## config.mk

```make
export PLATFORM = sky130hd
export DESIGN_NAME = step_dir_front_end
export DESIGN_NICKNAME = d
export VERILOG_FILES = /design/src/include/stepdir_pkg.sv /design/src/sine_table.sv /design/src/step_dir_front_end.sv
export SDC_FILE = /design/constraint.sdc
export NUM_CORES = 1
export LEC_CHECK = 0
export ABC_AREA = 1
export ABC_CLOCK_PERIOD_IN_PS = 13100
export BUFFER_PORTS_ARGS = -buffer_cell sky130_fd_sc_hd__buf_2
export CORE_ASPECT_RATIO = 1.4
export CORE_MARGIN = 2
export CORE_UTILIZATION = 30
export CTS_CLUSTER_DIAMETER = 150
export DETAILED_ROUTE_END_ITERATION = 10
export SKIP_CTS_REPAIR_TIMING = 1
export SLEW_MARGIN = 20
export SYNTH_ARGS = -nofsm -noshare
export SYNTH_HDL_FRONTEND = slang
export SYNTH_SLANG_ARGS = --single-unit
```

## constraint.sdc

```tcl
create_clock -name clk_sys -period 13.1 [get_ports clk_sys]
set_input_delay 1.31 -clock clk_sys [delete_from_list [all_inputs] [get_ports clk_sys]]
set_output_delay 1.31 -clock clk_sys [all_outputs]
set_load 0.1 [all_outputs]
```

## src/include/stepdir_pkg.sv

```systemverilog
// Constants for the step/direction microstep front end
package stepdir_pkg;
   // Register byte offsets
   localparam logic [7:0] REG_CTRL    = 8'h00;
   localparam logic [7:0] REG_CURRENT = 8'h04;
   localparam logic [7:0] REG_DIRECT  = 8'h08;
   localparam logic [7:0] REG_LOAD    = 8'h0c;
   localparam logic [7:0] REG_STATUS  = 8'h10;
   localparam logic [7:0] REG_COIL    = 8'h14;
   // Control register fields
   localparam int CTRL_DEDGE    = 0;
   localparam int CTRL_DIRECT   = 1;
   localparam int CTRL_CYCCHOP  = 2;
   localparam int CTRL_LOADADPT = 3;
   localparam int CTRL_FASTSTILL = 4;
   localparam int CTRL_STILLLO  = 5;
   localparam int CTRL_RESLO    = 8;
   localparam logic [31:0] CTRL_RESET    = 32'h0000_0000;
   localparam logic [31:0] CURRENT_RESET = 32'h0203_081f;
   localparam logic [31:0] LOAD_RESET    = 32'h0000_2008;
   // Current register fields
   localparam int CUR_RUNLO   = 0;
   localparam int CUR_HOLDLO  = 8;
   localparam int CUR_DELAYLO = 16;
   localparam int CUR_DECAYLO = 24;
   // Direct register fields
   localparam int DIR_AMAGLO = 0;
   localparam int DIR_ANEG   = 8;
   localparam int DIR_BMAGLO = 16;
   localparam int DIR_BNEG   = 24;
   // Load register fields
   localparam int LOAD_MINLO = 0;
   localparam int LOAD_THRLO = 8;
   // Status register fields
   localparam int STAT_STILL = 16;
   localparam int STAT_DIR   = 17;
   localparam int STAT_SPI   = 18;
   // Resolution codes: 0 is 256 microsteps, 8 is fullstep
   localparam logic [3:0] RES_FINE = 4'h0;
   localparam logic [3:0] RES_FULL = 4'h8;
   // Serial frame
   localparam int FRAME_BITS = 40;
   localparam logic [5:0] FRAME_LEN = 6'd40;
   // Timing
   localparam int CLK_MHZ     = 100;
   localparam int TICK_NS     = 1000;
   localparam int TICK_CYCLES = (TICK_NS * CLK_MHZ) / 1000;
   localparam int STILL_US      = 10000;
   localparam int FAST_STILL_US = 1000;
   localparam int DELAY_SHIFT   = 10;
   // Standstill behaviour
   typedef enum logic [1:0]
   {
      STILL_REDUCE = 2'b00,
      STILL_FREE   = 2'b01,
      STILL_BRAKE  = 2'b10
   } still_mode_e;
   // Serial receive states
   typedef enum logic [1:0]
   {
      SER_IDLE  = 2'b00,
      SER_SHIFT = 2'b01,
      SER_DONE  = 2'b10
   } ser_state_e;
endpackage

```

## src/sine_table.sv

```systemverilog
// Quarter-wave sine table with linear interpolation
`timescale 1ns/10ps
module sine_table
(
   input  wire logic [9:0] phase,   // Electrical angle, 1024 per period
   output logic      [7:0] mag,     // Magnitude 0..255
   output logic            neg      // Negative half wave
);
   logic [8:0] pos;                 // Position within quarter, 0..256
   logic [7:0] lo;
   logic [7:0] hi;
   logic [11:0] span;

   // Seventeen support points over one quarter wave
   function automatic logic [7:0] point(input logic [4:0] k);
      case (k)
         5'd0:  point = 8'h00;  5'd1:  point = 8'h19;  5'd2:  point = 8'h32;
         5'd3:  point = 8'h4a;  5'd4:  point = 8'h62;  5'd5:  point = 8'h79;
         5'd6:  point = 8'h8e;  5'd7:  point = 8'ha2;  5'd8:  point = 8'hb4;
         5'd9:  point = 8'hc5;  5'd10: point = 8'hd4;  5'd11: point = 8'he1;
         5'd12: point = 8'hec;  5'd13: point = 8'hf4;  5'd14: point = 8'hfa;
         5'd15: point = 8'hfe;
         default: point = 8'hff;
      endcase
   endfunction

   // Mirror odd quarters, interpolate between points
   always_comb
   begin
      pos  = phase[8] ? (9'h100 - {1'b0, phase[7:0]}) : {1'b0, phase[7:0]};
      lo   = point(pos[8:4]);
      hi   = (pos[8:4] >= 5'd16) ? 8'hff : point(pos[8:4] + 5'd1);
      span = 12'((hi - lo) * pos[3:0]);
      mag  = 8'(lo + span[11:4]);
      neg  = phase[9];
   end
endmodule // sine_table

```

## src/step_dir_front_end.sv

```systemverilog
// Step/direction microstep front end with serial and bus register access
`timescale 1ns/10ps
module step_dir_front_end
#(
   parameter int STILL_TICKS      = stepdir_pkg::STILL_US,
   parameter int FAST_STILL_TICKS = stepdir_pkg::FAST_STILL_US
)
(
   input  wire logic        clk_sys,
   input  wire logic        rst,
   input  wire logic        haddrSel,          // hsel
   input  wire logic [31:0] haddr,
   input  wire logic [1:0]  htrans,
   input  wire logic        hwrite,
   input  wire logic [2:0]  hsize,
   input  wire logic [31:0] hwdata,
   input  wire logic        hready,
   output logic      [31:0] hrdata,
   output logic             hreadyout,
   output logic             hresp,
   input  wire logic        stepPin,
   input  wire logic        dirPin,
   input  wire logic        spiModeStrap,
   input  wire logic        select_or_cfg_pin3,
   input  wire logic        sclk_or_cfg_pin2,
   input  wire logic        mosi_or_cfg_pin1,
   input  wire logic        miso_or_cfg_pin0_in,
   output logic             miso_or_cfg_pin0_out,
   output logic             miso_or_cfg_pin0_oe,
   input  wire logic [9:0]  loadMeasure,       // From load measurement, same clock
   output logic      [7:0]  coilAMag,
   output logic             coilANeg,
   output logic      [7:0]  coilBMag,
   output logic             coilBNeg,
   output logic      [4:0]  currentScale,
   output logic             cycleChopEn,
   output logic             bridgeOff,
   output logic             brakeOn
);
   import stepdir_pkg::*;

   ////////////////////////////////////////////////////////////////////////////
   // Declarations
   logic [31:0] ctrl_reg, current_reg, direct_reg, load_reg;
   logic [1:0]  stepSync, dirSync, modeSync, csSync, sclkSync, mosiSync, cfg0Sync;
   logic        stepPrev, csPrev, sclkPrev;
   logic        strapTaken_reg, spiMode_reg;
   logic [9:0]  msCnt_reg;                  // Step position, 1024 per period
   logic [9:0]  interp_reg;                 // Smoothed position
   logic [15:0] period_reg, lastPeriod_reg, interpTimer_reg;
   logic [6:0]  tickDiv_reg;
   logic        tickEn;
   logic [15:0] stillCnt_reg, delayCnt_reg;
   logic [7:0]  decayCnt_reg;
   logic        stepRise, stepFall, stepEdge, dualEdge, standstill, reduceNow;
   logic [3:0]  resCode;
   logic [9:0]  stepIncr, diff;
   logic [15:0] interval;
   logic [7:0]  sinMag, cosMag;
   logic        sinNeg, cosNeg;
   logic [4:0]  targetScale;
   still_mode_e stillMode;
   logic        wrPend_reg;
   logic [7:0]  wrAddr_reg;
   logic        spiWr;
   logic [7:0]  spiAddr;
   logic [31:0] spiData;
   ser_state_e  serState_reg;
   logic [39:0] rxShift_reg, txShift_reg;
   logic [5:0]  bitCnt_reg;
   logic [31:0] spiRead_reg;
   logic        csFall, csRise, sclkRise, sclkFall;

   // Register readback shared by both access paths
   function automatic logic [31:0] readReg(input logic [7:0] a);
      case (a)
         REG_CTRL:    readReg = ctrl_reg;
         REG_CURRENT: readReg = current_reg;
         REG_DIRECT:  readReg = direct_reg;
         REG_LOAD:    readReg = load_reg;
         REG_STATUS:  readReg = {13'h0, spiMode_reg, dirSync[1], standstill, 6'h0, msCnt_reg};
         REG_COIL:    readReg = {7'h0, coilBNeg, coilBMag, 7'h0, coilANeg, coilAMag};
         default:     readReg = 32'h0;   // Unmapped reads as zero
      endcase
   endfunction

   ////////////////////////////////////////////////////////////////////////////
   // Pin synchronisers: first stage only feeds the second
   always_ff @(posedge clk_sys)
   begin
      stepSync <= {stepSync[0], stepPin};
      dirSync  <= {dirSync[0], dirPin};
      modeSync <= {modeSync[0], spiModeStrap};
      csSync   <= {csSync[0], select_or_cfg_pin3};
      sclkSync <= {sclkSync[0], sclk_or_cfg_pin2};
      mosiSync <= {mosiSync[0], mosi_or_cfg_pin1};
      cfg0Sync <= {cfg0Sync[0], miso_or_cfg_pin0_in};
      stepPrev <= stepSync[1];
      csPrev   <= csSync[1];
      sclkPrev <= sclkSync[1];
   end

   // Strap caught once, after reset is released
   always_ff @(posedge clk_sys)
   begin
      if (rst)
      begin
         strapTaken_reg <= 1'b0;
         spiMode_reg    <= 1'b0;
      end
      else if (!strapTaken_reg)
      begin
         strapTaken_reg <= 1'b1;
         spiMode_reg    <= modeSync[1];
      end
   end

   ////////////////////////////////////////////////////////////////////////////
   // Effective configuration: edge and resolution from pins in standalone, registers otherwise; standstill mode always from the register
   always_comb
   begin
      if (spiMode_reg)
      begin
         dualEdge = ctrl_reg[CTRL_DEDGE];
         resCode  = ctrl_reg[CTRL_RESLO +: 4];
      end
      else
      begin
         // cfg pins 1:0 pick 256, 16, 4 or fullstep
         dualEdge = csSync[1];
         case ({mosiSync[1], cfg0Sync[1]})
            2'b00:   resCode = RES_FINE;
            2'b01:   resCode = 4'h4;
            2'b10:   resCode = 4'h6;
            default: resCode = RES_FULL;
         endcase
      end
      stepIncr  = (resCode > RES_FULL) ? 10'd1 : 10'(10'd1 << resCode);
      stepRise  = stepSync[1] & ~stepPrev;
      stepFall  = ~stepSync[1] & stepPrev;
      stepEdge  = stepRise | (dualEdge & stepFall);
      stillMode = still_mode_e'(ctrl_reg[CTRL_STILLLO +: 2]);
      interval  = (resCode > RES_FULL) ? lastPeriod_reg : (lastPeriod_reg >> resCode);
      diff      = msCnt_reg - interp_reg;
   end

   ////////////////////////////////////////////////////////////////////////////
   // Microstep counter, wraps modulo one electrical period
   always_ff @(posedge clk_sys)
   begin
      if (rst)
         msCnt_reg <= 10'h000;
      else if (stepEdge)
         msCnt_reg <= dirSync[1] ? msCnt_reg - stepIncr : msCnt_reg + stepIncr;
   end

   // Step period measurement for interpolation
   always_ff @(posedge clk_sys)
   begin
      if (rst)
      begin
         period_reg     <= 16'h0;
         lastPeriod_reg <= 16'hffff;
      end
      else if (stepEdge)
      begin
         period_reg     <= 16'h0;
         lastPeriod_reg <= period_reg;
      end
      else if (period_reg != 16'hffff)
         period_reg <= period_reg + 16'h1;
   end

   // Interpolator walks one fine step per interval toward the target
   always_ff @(posedge clk_sys)
   begin
      if (rst)
      begin
         interp_reg      <= 10'h000;
         interpTimer_reg <= 16'h0;
      end
      else if (stepEdge || standstill)
      begin
         // Lagging behind is cut off by snapping to the last target
         interp_reg      <= msCnt_reg;
         interpTimer_reg <= 16'h0;
      end
      else if (diff != 10'h000)
      begin
         if (interpTimer_reg >= interval)
         begin
            interp_reg      <= diff[9] ? interp_reg - 10'h1 : interp_reg + 10'h1;
            interpTimer_reg <= 16'h0;
         end
         else
            interpTimer_reg <= interpTimer_reg + 16'h1;
      end
   end

   ////////////////////////////////////////////////////////////////////////////
   // Sine and cosine of the smoothed position
   sine_table sinLut
   (
      .phase (interp_reg),
      .mag   (sinMag),
      .neg   (sinNeg)
   );

   sine_table cosLut
   (
      .phase (10'(interp_reg + 10'h100)),
      .mag   (cosMag),
      .neg   (cosNeg)
   );

   // Coil targets: direct values or table
   always_ff @(posedge clk_sys)
   begin
      if (rst)
      begin
         coilAMag <= 8'h00;
         coilANeg <= 1'b0;
         coilBMag <= 8'h00;
         coilBNeg <= 1'b0;
      end
      else if (spiMode_reg && ctrl_reg[CTRL_DIRECT])
      begin
         coilAMag <= direct_reg[DIR_AMAGLO +: 8];
         coilANeg <= direct_reg[DIR_ANEG];
         coilBMag <= direct_reg[DIR_BMAGLO +: 8];
         coilBNeg <= direct_reg[DIR_BNEG];
      end
      else
      begin
         coilAMag <= sinMag;
         coilANeg <= sinNeg;
         coilBMag <= cosMag;
         coilBNeg <= cosNeg;
      end
   end

   ////////////////////////////////////////////////////////////////////////////
   // Microsecond tick divider
   always_ff @(posedge clk_sys)
   begin
      if (rst || tickEn)
         tickDiv_reg <= 7'h0;
      else
         tickDiv_reg <= tickDiv_reg + 7'h1;
   end
   assign tickEn = (tickDiv_reg == 7'(TICK_CYCLES - 1));

   // Standstill detection and hold delay
   always_ff @(posedge clk_sys)
   begin
      if (rst || stepEdge)
      begin
         stillCnt_reg <= 16'h0;
         delayCnt_reg <= 16'h0;
      end
      else if (tickEn)
      begin
         if (!standstill)
            stillCnt_reg <= stillCnt_reg + 16'h1;
         else if (!reduceNow)
            delayCnt_reg <= delayCnt_reg + 16'h1;
      end
   end
   // Fast detection trades false hits for quicker hold current
   assign standstill = stillCnt_reg >= (ctrl_reg[CTRL_FASTSTILL] ? 16'(FAST_STILL_TICKS)
                                                                 : 16'(STILL_TICKS));
   assign reduceNow  = standstill &&
                       (delayCnt_reg >= 16'({current_reg[CUR_DELAYLO +: 4], 10'h0}));

   // Target current: hold, load-adapted minimum or run
   always_comb
   begin
      if (reduceNow)
         targetScale = current_reg[CUR_HOLDLO +: 5];
      else if (ctrl_reg[CTRL_LOADADPT] && (loadMeasure >= {2'b00, load_reg[LOAD_THRLO +: 8]}))
         targetScale = load_reg[LOAD_MINLO +: 5];
      else
         targetScale = current_reg[CUR_RUNLO +: 5];
   end

   // Rises at once, falls one unit per decay period
   always_ff @(posedge clk_sys)
   begin
      if (rst)
      begin
         currentScale <= 5'h1f;
         decayCnt_reg <= 8'h0;
      end
      else if (targetScale >= currentScale)
      begin
         currentScale <= targetScale;
         decayCnt_reg <= 8'h0;
      end
      else if (tickEn)
      begin
         if (decayCnt_reg >= current_reg[CUR_DECAYLO +: 8])
         begin
            currentScale <= currentScale - 5'h1;
            decayCnt_reg <= 8'h0;
         end
         else
            decayCnt_reg <= decayCnt_reg + 8'h1;
      end
   end

   // Bridge state and chopper choice
   always_ff @(posedge clk_sys)
   begin
      if (rst)
      begin
         bridgeOff   <= 1'b0;
         brakeOn     <= 1'b0;
         cycleChopEn <= 1'b0;
      end
      else
      begin
         bridgeOff   <= reduceNow && (stillMode == STILL_FREE);
         brakeOn     <= reduceNow && (stillMode == STILL_BRAKE);
         cycleChopEn <= spiMode_reg ? ctrl_reg[CTRL_CYCCHOP] : sclkSync[1];
      end
   end

   ////////////////////////////////////////////////////////////////////////////
   // AHB-Lite slave: zero wait, always OKAY
   always_ff @(posedge clk_sys)
   begin
      if (rst)
      begin
         wrPend_reg <= 1'b0;
         wrAddr_reg <= 8'h00;
         hrdata     <= 32'h0;
         hreadyout  <= 1'b1;
         hresp      <= 1'b0;
      end
      else if (hready)
      begin
         wrPend_reg <= haddrSel && htrans[1] && hwrite && (hsize == 3'b010) && (haddr[31:8] == 24'h0);
         wrAddr_reg <= haddr[7:0];
         if (haddrSel && htrans[1] && !hwrite)
            hrdata <= (haddr[31:8] == 24'h0) ? readReg(haddr[7:0]) : 32'h0;
      end
   end

   ////////////////////////////////////////////////////////////////////////////
   // Serial slave, mode 3: sample on rising clock, shift on falling
   assign csFall   = ~csSync[1] & csPrev;
   assign csRise   = csSync[1] & ~csPrev;
   assign sclkRise = sclkSync[1] & ~sclkPrev;
   assign sclkFall = ~sclkSync[1] & sclkPrev;

   always_ff @(posedge clk_sys)
   begin
      if (rst || !spiMode_reg)
      begin
         serState_reg <= SER_IDLE;
         rxShift_reg  <= 40'h0;
         txShift_reg  <= 40'h0;
         bitCnt_reg   <= 6'h0;
         spiRead_reg  <= 32'h0;
      end
      else
      begin
         case (serState_reg)
            SER_IDLE:
            begin
               if (csFall)
               begin
                  // Status byte then data of the previous read
                  txShift_reg  <= {5'h0, spiMode_reg, standstill, dirSync[1], spiRead_reg};
                  bitCnt_reg   <= 6'h0;
                  serState_reg <= SER_SHIFT;
               end
            end
            SER_SHIFT:
            begin
               if (csRise)
                  serState_reg <= (bitCnt_reg == FRAME_LEN) ? SER_DONE : SER_IDLE;
               else if (sclkRise)
               begin
                  rxShift_reg <= {rxShift_reg[38:0], mosiSync[1]};
                  if (bitCnt_reg != 6'h3f)
                     bitCnt_reg <= bitCnt_reg + 6'h1;
               end
               else if (sclkFall && bitCnt_reg != 6'h0)   // First bit already stands since select
                  txShift_reg <= {txShift_reg[38:0], 1'b0};
            end
            SER_DONE:
            begin
               // Reads answer in the next frame
               if (!rxShift_reg[39])
                  spiRead_reg <= readReg({rxShift_reg[37:32], 2'b00});
               serState_reg <= SER_IDLE;
            end
            default:
               serState_reg <= SER_IDLE;
         endcase
      end
   end
   assign spiWr   = (serState_reg == SER_DONE) && rxShift_reg[39];
   assign spiAddr = {rxShift_reg[37:32], 2'b00};
   assign spiData = rxShift_reg[31:0];

   // Data out driven only while selected in serial mode
   always_ff @(posedge clk_sys)
   begin
      if (rst)
      begin
         miso_or_cfg_pin0_out <= 1'b0;
         miso_or_cfg_pin0_oe  <= 1'b0;
      end
      else
      begin
         miso_or_cfg_pin0_out <= txShift_reg[39];
         miso_or_cfg_pin0_oe  <= spiMode_reg && !csSync[1];
      end
   end

   ////////////////////////////////////////////////////////////////////////////
   // Register writes; bus write wins over a coincident serial write
   always_ff @(posedge clk_sys)
   begin
      if (rst)
      begin
         ctrl_reg    <= CTRL_RESET;
         current_reg <= CURRENT_RESET;
         direct_reg  <= 32'h0;
         load_reg    <= LOAD_RESET;
      end
      else if (wrPend_reg || spiWr)
      begin
         case (wrPend_reg ? wrAddr_reg : spiAddr)
            REG_CTRL:    ctrl_reg    <= wrPend_reg ? hwdata : spiData;
            REG_CURRENT: current_reg <= wrPend_reg ? hwdata : spiData;
            REG_DIRECT:  direct_reg  <= wrPend_reg ? hwdata : spiData;
            REG_LOAD:    load_reg    <= wrPend_reg ? hwdata : spiData;
            default:     ;   // Read-only or unmapped: ignored
         endcase
      end
   end

   ////////////////////////////////////////////////////////////////////////////
   // Checks
   chk_rise_step_up: assert property (@(posedge clk_sys) disable iff (rst)
      stepEdge && !dirSync[1] |=> msCnt_reg == 10'($past(msCnt_reg) + $past(stepIncr)))
      else $error("Step with direction low did not add");
   chk_step_down: assert property (@(posedge clk_sys) disable iff (rst)
      stepEdge && dirSync[1] |=> msCnt_reg == 10'($past(msCnt_reg) - $past(stepIncr)))
      else $error("Step with direction high did not subtract");
   chk_fall_ignored: assert property (@(posedge clk_sys) disable iff (rst)
      stepFall && !dualEdge |=> $stable(msCnt_reg))
      else $error("Falling edge counted in single edge mode");
   chk_full_incr: assert property (@(posedge clk_sys) disable iff (rst)
      resCode == RES_FULL |-> stepIncr == 10'd256)
      else $error("Fullstep increment wrong");
   chk_interp_smooth: assert property (@(posedge clk_sys) disable iff (rst)
      !stepEdge && !standstill |=> (10'(interp_reg - $past(interp_reg)) <= 10'd1) ||
                                   (10'($past(interp_reg) - interp_reg) <= 10'd1))
      else $error("Interpolator jumped");
   chk_table_follow: assert property (@(posedge clk_sys) disable iff (rst)
      !(spiMode_reg && ctrl_reg[CTRL_DIRECT]) |=> coilAMag == $past(sinMag) && coilBNeg == $past(cosNeg))
      else $error("Coil target does not follow table");
   chk_direct_coil: assert property (@(posedge clk_sys) disable iff (rst)
      spiMode_reg && ctrl_reg[CTRL_DIRECT] |=> coilBMag == $past(direct_reg[DIR_BMAGLO +: 8]))
      else $error("Direct mode value not applied");
   chk_standalone_quiet: assert property (@(posedge clk_sys) disable iff (rst)
      !spiMode_reg ##1 !spiMode_reg |-> !miso_or_cfg_pin0_oe)
      else $error("Data out driven in standalone mode");
   chk_frame_len: assert property (@(posedge clk_sys) disable iff (rst)
      serState_reg == SER_SHIFT && csRise && bitCnt_reg != FRAME_LEN |=> serState_reg == SER_IDLE)
      else $error("Short frame was executed");
   chk_freewheel: assert property (@(posedge clk_sys) disable iff (rst)
      reduceNow && stillMode == STILL_FREE |=> bridgeOff)
      else $error("Freewheel not applied at standstill");
   chk_chop_pin: assert property (@(posedge clk_sys) disable iff (rst)
      strapTaken_reg && !spiMode_reg |=> cycleChopEn == $past(sclkSync[1]))
      else $error("Chopper pin not honoured");
   chk_load_min: assert property (@(posedge clk_sys) disable iff (rst)
      !reduceNow && ctrl_reg[CTRL_LOADADPT] && loadMeasure >= {2'b00, load_reg[LOAD_THRLO +: 8]}
      |-> targetScale == load_reg[LOAD_MINLO +: 5])
      else $error("Load-adaptive minimum not used");
   cov_dual_edge: cover property (@(posedge clk_sys) disable iff (rst) stepFall && dualEdge);
   cov_frame: cover property (@(posedge clk_sys) disable iff (rst) spiWr);
   cov_reduce: cover property (@(posedge clk_sys) disable iff (rst) $rose(reduceNow));
endmodule // step_dir_front_end

```

# ---- Word-level counts from Yosys, hierarchy flattened
# Memory sizes are Yosys's and may differ from the RTL's.
# Index checks and enable logic that the tools add are counted.
dict set report classes {
  order_cmp 9
  muxes 51
  div_mod_pow 0
  multipliers 2
  bitwise_logic 18
  eq_ne 31
  addsub 22
  n_reduce_logical 51
  n_shift 2
}
# operator n
set op_table {}
lappend op_table {{32-bit one-hot mux with 6 select lines} 2}
lappend op_table {{40-bit 2-to-1 mux} 4}
lappend op_table {{8-bit 2-to-1 mux} 10}
lappend op_table {{40-bit one-hot mux with 2 select lines} 1}
lappend op_table {{16-bit by 1-bit adder with 16-bit output, second input constant} 4}
lappend op_table {{32-bit 2-to-1 mux} 2}
lappend op_table {{10-bit 2-to-1 mux} 6}
lappend op_table {{8-bit by 4-bit == test with 1-bit output, second input constant} 4}
lappend op_table {{16-bit by 14-bit greater-or-equal comparator with 1-bit output} 2}
lappend op_table {{16-bit 2-to-1 mux} 2}
lappend op_table {{5-bit 2-to-1 mux} 5}
lappend op_table {{24-bit zero test} 1}
lappend op_table {{12-bit by 4-bit multiplier with 12-bit output} 2}
lappend op_table {{6-bit 2-to-1 mux} 4}
lappend op_table {{2-bit AND reduction} 10}
lappend op_table {{10-bit subtractor} 2}
lappend op_table {{9-bit 2-to-1 mux} 2}
lappend op_table {{8-bit by 8-bit subtractor with 9-bit output} 2}
lappend op_table {{9-bit by 8-bit subtractor with 9-bit output, first input constant} 2}
lappend op_table {{8-bit adder} 2}
lappend op_table {{8-bit by 3-bit == test with 1-bit output, second input constant} 2}
lappend op_table {{8-bit by 5-bit == test with 1-bit output, second input constant} 2}
lappend op_table {{16-bit greater-or-equal comparator} 1}
lappend op_table {{8-bit zero test} 2}
lappend op_table {{48 further kinds} 110}
dict set report totals {
  ramBits 0
  rom_bits 512
  regBits 451
  out_inout_bits 62
  mem_count 4
  in_bits 91
  latchBits 0
  word_cells 233
}
# name depth width rd rd_clocked_by_memory_dff wr line_no
set mem_list {}
lappend mem_list {{(no name shown)} 16 8 1 0 0 sine_table.sv:16} ;# case (k)
lappend mem_list {{(no name shown)} 16 8 1 0 0 sine_table.sv:16}
lappend mem_list {{(no name shown)} 16 8 1 0 0 sine_table.sv:16}
lappend mem_list {{(no name shown)} 16 8 1 0 0 sine_table.sv:16}

# ---- Longest topological paths before layout
# Gate-level depths: netlist (run 1).
# An unclocked memory read counts as a cell.
dict set report logic_depth {
  word_depth 11
  depth_mapped 51
}

# ---- Hierarchy
# Synthesis (run 1) repeated with hierarchy kept, for this count alone.
dict set report unflattened {
  cells_unflattened 4069
  area_unflattened_um2 28388.5
}
# mod cells_per_inst area_each_um2 instances
set modules_own_cells {}
lappend modules_own_cells {step_dir_front_end 3223 23059.6 1}
lappend modules_own_cells {{sine_table (sinLut)} 420 2700.1 1}
lappend modules_own_cells {{sine_table (cosLut)} 426 2628.8 1}

# ---- Worst setup path before layout (run 1)
# OpenSTA, ideal clock, no wires.
dict set report synth_path {
  path_type {register to register}
  from {reg interp_reg[0]}
  to {reg coilBMag[7]}
  setup_time_ps 127
  setup_slack_ps 6189
  stages_incl_launch_ff 47
  t_required_ps 12973
  t_arrival_ps 6784
  synth_period_minus_slack_ps 6911
  n_path_buf 2
  path_cell_list {dfxtp_1 -> buf_6 -> inv_2 -> buf_6 -> ha_1 -> nand2_4 -> nor2_4 -> xor2_2 -> o21ai_2 -> ha_1 -> or2_4 -> nand2_4 -> inv_2 -> o21ai_1 -> o21ai_0 -> nand2_1 -> nand3_1 -> ha_1 -> (+11 left out) -> a21o_1 -> nor2_1 -> nand2_1 -> nand2_1 -> nand2_1 -> or2_2 -> nand2_1 -> inv_1 -> ha_1 -> a21oi_1 -> o21ai_0 -> a31o_2 -> nand4_1 -> nand2_1 -> inv_1 -> nand3_1 -> nand2_1 -> a21oi_1}
}
dict set report synth_via {
  elab_chain_len 11
  elab_cells_between_ends 14
  cone_classes {5 x add/sub; 1 x mul; 1 x order compare; 5 x mux; 2 x memory}
}
# item line_no
set synth_lines {}
lappend synth_lines {{start: declaration} step_dir_front_end.sv:49} ;# logic [9:0] interp_reg;
lappend synth_lines {{start signal: assignment} step_dir_front_end.sv:185} ;# interp_reg <= msCnt_reg;
lappend synth_lines {{start signal: assignment} step_dir_front_end.sv:192} ;# interp_reg <= diff[9] ? interp_reg - 10'h1 : interp_reg + 10'h1;
lappend synth_lines {{10-bit by 9-bit adder with 10-bit output (*)} step_dir_front_end.sv:211} ;# .phase (10'(interp_reg + 10'h100)),
lappend synth_lines {{9-bit by 8-bit subtractor with 9-bit output} sine_table.sv:30} ;# pos = phase[8] ? (9'h100 - {1'b0, phase[7:0]}) : {1'b0, phase[7:0]};
lappend synth_lines {{9-bit 2-to-1 mux (*)} sine_table.sv:30}
lappend synth_lines {{5-bit by 1-bit adder with 5-bit output} sine_table.sv:32} ;# hi = (pos[8:4] >= 5'd16) ? 8'hff : point(pos[8:4] + 5'd1);
lappend synth_lines {{memory 16 x 8 bit} --}
lappend synth_lines {{8-bit 2-to-1 mux} sine_table.sv:16}
lappend synth_lines {{8-bit 2-to-1 mux} sine_table.sv:32}
lappend synth_lines {{8-bit by 8-bit subtractor with 9-bit output} sine_table.sv:33} ;# span = 12'((hi - lo) * pos[3:0]);
lappend synth_lines {{12-bit by 4-bit multiplier with 12-bit output} sine_table.sv:33}
lappend synth_lines {{8-bit adder (*)} sine_table.sv:34} ;# mag = 8'(lo + span[11:4]);
lappend synth_lines {{8-bit 2-to-1 mux (*)} step_dir_front_end.sv:226} ;# else if (spiMode_reg && ctrl_reg[CTRL_DIRECT])
lappend synth_lines {{end signal: assignment} step_dir_front_end.sv:230} ;# coilBMag <= direct_reg[DIR_BMAGLO +: 8];
lappend synth_lines {{end signal: assignment} step_dir_front_end.sv:237} ;# coilBMag <= cosMag;
lappend synth_lines {{end: declaration} step_dir_front_end.sv:33} ;# output logic [7:0] coilBMag,
# Every way passes the cells marked *; elsewhere a longest branch is shown, timed or not.
# A chain may end at the register's enable or synchronous reset.

# ---- Worst setup path in the final report (run 1)
dict set report layout_path {
  from {reg interp_reg[8]}
  to {reg coilBMag[7]}
}
dict set report layout_via {
  elab_chain_len 10
  elab_cells_between_ends 13
  cone_classes {4 x add/sub; 1 x mul; 1 x order compare; 5 x mux; 2 x memory}
}
# item line_no
set layout_lines {}
lappend layout_lines {{10-bit by 9-bit adder with 10-bit output (*)} step_dir_front_end.sv:211}
lappend layout_lines {{9-bit 2-to-1 mux (*)} sine_table.sv:30}
lappend layout_lines {{5-bit by 1-bit adder with 5-bit output} sine_table.sv:32}
lappend layout_lines {{memory 16 x 8 bit} --}
lappend layout_lines {{8-bit 2-to-1 mux} sine_table.sv:16}
lappend layout_lines {{8-bit 2-to-1 mux} sine_table.sv:32}
lappend layout_lines {{8-bit by 8-bit subtractor with 9-bit output} sine_table.sv:33}
lappend layout_lines {{12-bit by 4-bit multiplier with 12-bit output} sine_table.sv:33}
lappend layout_lines {{8-bit adder (*)} sine_table.sv:34}
lappend layout_lines {{8-bit 2-to-1 mux (*)} step_dir_front_end.sv:226}
# Marked as above.

==> impl_metrics.ini, run 1 <==
[sta]
rsz0062_at_grt = no
post-route-period-util_pct = 64.2
finalSetupTns_ps = 0
worst_pin_slew_ps = 1160
fin_crit_ps = 8410
drv_slew = 0
hold_violations = 0
setup_viol = 0
fin_worst_skew_ps = 46.9
maxSlewHeadroom_pct = 21.8
max_freq_mhz = 119

[synth]
syn_avg_cell_area_sq_um = 7.03
synth_area_sq_um = 27500
synthesis.nets = 4198
synth_compound_area_share_pct = 23.0
synth_most_common_cell = nand2_1
synth_xor_area_share_pct = 3.46
synthTopCellsByCount = nand2_1, inv_1, dfxtp_1
yosys.area.top_type = dfxtp_1
synth_edf_count = 0
yosys_warnings = 0
ys_seq_area_share_pct = 32.8
async_flop_share_pct = 0
synth_top_family_by_area = compound AO/OA/AOI/OAI gates
synthCells = 3913
synth_top_area_share_pct = 32.8
synthMuxAreaShare_pct = 0.0728
synthAdderAreaFrac_pct = 9.89
synth_cell_types = 74
yosys-top-cells-area = dfxtp_1, nand2_1, a21oi_1, inv_1, o21ai_0
synth_flop_cell = dfxtp_1
synth-simple-area-share_pct = 20.0
synth-seq-cells = 451

[worst_hold_path]
hold_depth = 0
hold_end = csSync[1]$_DFF_P_
hp-start = csSync[0]$_DFF_P_
hold_class = register to register

[global_routing]
overflow = 0
grt_first_pass_wirelength_mm = 145
grt_pass1_vias = 25100
antenna_found_initial = 0
grt_max_degree = 106
gr-usage-all-layers_pct = 19.7

[cts]
htreeDepth = 2
clockBufferDepth = 3
clk_pin_slew_ps = 60
cts_buffers = 47
root_buffer = clkbuf_16
clock_latency_ps = 650
tritoncts = built
cts.sinks = 451

[floorplan]
pin_count = 153
rows = 131
core_area_sq_um = 91000
die_w_um = 260
dieHeight_um = 362
fp.dieArea_sq_um = 94100
start_util_pct = 30.2

[drt]
drt_iter0_markers = 1872
num_vias = 26600
dr.pass1.iters = 8
drc = 0
drt_wl_total_mm = 95.2
wire_per_inst_um = 18.3
ant_nets = 0
vias_per_cell = 5.11

[critical_path]
r2r_cells = 39
cp_slowest_cell = dfxtp_1
path_buf_inv = 7
r2r_slack_ps = 4690
timing.rr.end = coilBMag[7]$_SDFF_PP0_
crit_fanout = 21
critPathRequiredTime_ps = 13630
end_kind = register
arrival_ps = 8940
cp_top_family = simple AND/OR/NAND/NOR gates
slowest_delay_ps = 870
cp-startpoint = interp_reg[8]$_SDFFE_PP0P_
r2r-start = interp_reg[8]$_SDFFE_PP0P_
timing.critical_path.mode_cell = nand2_1
startpoint_type = register
setup.worst_path.class = register to register

[place]
numPortBuffers = 149
dp_hpwl_mm = 69.0
gp_congestion = 0.908

[layout]
area_delta_synth_final_pct = 13.1
drive_above_1_share_pct = 9.54
fin_nets = 4263

[job]
maxCapViolCount = 0

[outcome]
status = complete, no violations
## worst reg2reg max path, delay by kind of cell (launching register included)
kind,cells,cell delay (ps)
simple gates,17,2600
fa+ha+maj,6,2230
compound gates,8,1160
buf+inv,7,1100
flops,1,870
xor+xnor,1,360
## per-stage QoR
step	util, %	worst slack [ps]	area (sq um)	hold slack (ps)	std cells
floorplan	-	6190	27500	310	3913
global placement	32.3	4700	29400	312	5126
detailed placement	32.3	4730	29400	316	5126
CTS	34.2	4720	31100	323	5211
global route	34.2	4200	31100	338	5211
finish	34.2	4690	31100	326	5212
## cell families (layout without fill, tap and decap cells)
kind of cell               count (synthesis)  after routing
and+or+nand+nor                         1276           1276
AOI/OAI and AO/OA                       1126           1126
buffers and inverters                    758            859
DFF                                      451            451
adders and majority gates                194            194
xor gates and xnor gates                 104            104
other                                      2              3
muxes                                      2              2
## metal layers
layer  up-vias  wire length, um  global-route usage [%]  share of wire, %
met5         -                0                       0                 0
met4         0             6230                    11.9               6.5
met3       219             5360                    2.40               5.6
met2       816            47300                    35.4                50
met1     12400            36300                    22.0                38
li1      13200                -                       -                 -
## layout by cell type, fill, tap and decap left out, drive strengths merged, types with 3 or more instances in the layout
cell type / n
a21o: 3
o21ai: 425
o21a: 3
nor3b: 5
a21oi: 429
nand2: 721
o31ai: 7
xnor2: 27
nor2: 261
a31oi: 34
nor3: 51
nand4: 45
nand3b: 5
a22oi: 22
a311oi: 7
ha: 155
a211oi: 10
clkbuf: 68
fa: 39
xor2: 77
a2111oi: 3
buf: 188
dfxtp: 451
or2: 11
o2111ai: 7
and2: 5
nor4: 14
inv: 577
o211ai: 23
bufinv: 6
o221ai: 17
nand3: 155
clkinv: 18
o22ai: 106
o21bai: 6
a221oi: 17
## worst max-delay path by stage
stage	end	slack, ps	cells after the start
floorplan	coilBMag[7]$_SDFF_PP0_	6190	46
global placement	coilBMag[7]$_SDFF_PP0_	4700	39
detailed placement	coilBMag[7]$_SDFF_PP0_	4730	39
CTS	coilBMag[7]$_SDFF_PP0_	4720	39
global route	coilBMag[7]$_SDFF_PP0_	4200	40
finish	coilBMag[7]$_SDFF_PP0_	4690	39
## cell type report
cell class / count / area (sq um)
Antenna cell: 1 / 2.50
Clock buffer: 68 / 1400
Clock inverter: 17 / 325
Fill cell: 9726 / 59900
Inverter: 586 / 2220
Multi-Input combinational cell: 2704 / 15600
Sequential cell: 451 / 9030
Tap cell: 1197 / 1500
Timing Repair Buffer: 188 / 1040
Power of run 1 is not shown: default switching activity piles up to over one toggle a cycle in this logic, so the estimate is an artifact.
==> run 2: changes to the inputs <==
Settings changed: ABC_AREA 1 to 0, ABC_CLOCK_PERIOD_IN_PS 13100 to 7000.
Clock period 13.1 ns to 7 ns, I/O delays scaled along.
==> impl_metrics.ini, run 2 <==
[drt]
ant_nets = 0
drt_iter0_markers = 1555
num_vias = 24100
drt_wl_total_mm = 82.6
drc = 0
wire_per_inst_um = 17.7
vias_per_cell = 5.18
dr.pass1.iters = 7

[cts]
tritoncts = built
cts_buffers = 45
htreeDepth = 2
clockBufferDepth = 3
cts.sinks = 451
clk_pin_slew_ps = 70
clock_latency_ps = 600
root_buffer = clkbuf_16

[layout]
stdcell_count = 4659
layout_commonest_cell = dfxtp_1
final_cell_mix = dfxtp_1, nor2_1, nand2_1, buf_4, a21oi_1
area_delta_synth_final_pct = 20.4
fin_nets = 3728
insertedDiodeCount = 0
drive_above_1_share_pct = 18.4
fillers = 9266

[sta]
fin_crit_ps = 6980
finalSetupTns_ps = 0
holdWs_ps = 211
worst_pin_slew_ps = 1160
maxSlewHeadroom_pct = 21.8
drv_slew = 0
rsz0062_at_grt = yes
max_freq_mhz = 143
setup_viol = 0
hold_violations = 0
fin_worst_skew_ps = 34.3
post-route-period-util_pct = 99.8

[floorplan]
fp.dieArea_sq_um = 91800
rows = 129
pin_count = 153
core_area_sq_um = 88400
die_w_um = 257
start_util_pct = 30.3
dieHeight_um = 358

[synth]
synth_top_area_share_pct = 33.7
synth_cell_types = 89
yosys-top-cells-area = dfxtp_1, ha_1, nor2_1, nand2_1, mux2i_1
yosys_warnings = 0
synth_area_sq_um = 26800
synth_edf_count = 0
ys_seq_area_share_pct = 33.7
synth-seq-cells = 451
synthCells = 3246
synthesis.nets = 3531
yosys.area.top_type = dfxtp_1
synth_flop_cell = dfxtp_1
synth_most_common_cell = nor2_1
syn_avg_cell_area_sq_um = 8.26
async_flop_share_pct = 0
synthTopCellsByCount = nor2_1, dfxtp_1, nand2_1

[critical_path]
crit_fanout = 8
path_buf_inv = 9
cp_top_family = adder cells
r2r_slack_ps = 20
end_kind = register
setup.worst_path.class = register to register
arrival_ps = 7480
startpoint_type = register
critPathRequiredTime_ps = 7500
slowest_delay_ps = 510
timing.critical_path.mode_cell = buf_4
cp_slowest_cell = fa_1

[place]
dp_cells = 4559
gp_congestion = 0.834
numPortBuffers = 149
dp_hpwl_mm = 59.8

[worst_hold_path]
hold_class = input port to register

[outcome]
status = complete, no violations

[job]
maxCapViolCount = 0

[global_routing]
antenna_found_initial = 2
grt_max_degree = 89
overflow = 0
gr-usage-all-layers_pct = 17.5
grt_first_pass_wirelength_mm = 130
grt_pass1_vias = 23300

[power]
p_leak_nw = 12.5
finalPower_mw = 14.0
power.density_nw_per_um2 = 432
ir_drop_v = 0.000545
## run 2: cell types whose count changed in the layout (fill, tap and decap cells not counted), sizes merged, moves of 164 or more
cell	delta
inv	-417
nand2	-337
o21ai	-324
a21oi	-254
nor2	+199
buf	+164
## run 2: per-layer routing
metal,up-vias,wire length [um],track usage (%)
met2,582,41000,31.4
met3,125,4400,2.34
li1,11900,-,-
met4,0,2560,6.06
met5,-,0,0
met1,11500,34700,21.4
## run 2: where the power goes
group          switching (mW)  total, mW  internal, mW
sequential              0.132       2.81          2.67
combinational            4.32       8.48          4.17
clock                    1.09       2.66          1.57
total                    5.54       14.0          8.41
## run 2: kinds of logic (layout without fill, tap and decap cells)
kind of cell | count (synthesis) | count (layout) | synth area share, %
AND/OR/NAND/NOR | 1214 | 1214 | 20.2
AO/OA/AOI/OAI | 740 | 740 | 19.0
flip-flops | 451 | 451 | 33.7
buffers and inverters | 365 | 599 | 5.35
adder cells (fa/ha/maj) | 195 | 195 | 10.2
multiplexers | 147 | 147 | 7.10
XOR/XNOR | 132 | 132 | 4.47
other | 2 | 2 | 0.0280
## run 2: final timing paths
path / cells after the start / start / to
worst max-delay path: 39 / interp_reg[0]$_SDFFE_PP0P_ / coilAMag[7]$_SDFF_PP0_
worst min-delay path: 1 / sclk_or_cfg_pin2 / sclkSync[0]$_DFF_P_
worst max register to register: 39 / interp_reg[0]$_SDFFE_PP0P_ / coilAMag[7]$_SDFF_PP0_
worst min register to register: 0 / modeSync[0]$_DFF_P_ / modeSync[1]$_DFF_P_
## run 2: area by class of cell
| type | instances | area [sq um] | share of cell area, % |
|---|---|---|---|
| tap | 1179 | 1480 | 4.57 |
| multi-input combinational | 2430 | 17200 | 53.3 |
| inverter | 163 | 624 | 1.93 |
| sequential | 451 | 9040 | 28.0 |
| clock buffer | 64 | 1310 | 4.05 |
| timing repair buffer | 352 | 2330 | 7.23 |
| clock inverter | 20 | 313 | 0.969 |
## run 2: stage by stage
| stage | worst slack (ps) | util, % | area (sq um) |
|---|---|---|---|
| 2_1_floorplan | -203 | - | 27100 |
| 3_3_place_gp | -161 | 33.9 | 30000 |
| 3_5_place_dp | -218 | 33.9 | 30000 |
| 4_1_cts | -258 | 35.8 | 31600 |
| 5_1_grt | -403 | 36.5 | 32300 |
| 6_report | 15.2 | 36.5 | 32300 |
Note: power is estimated with default switching activity, not from simulation.
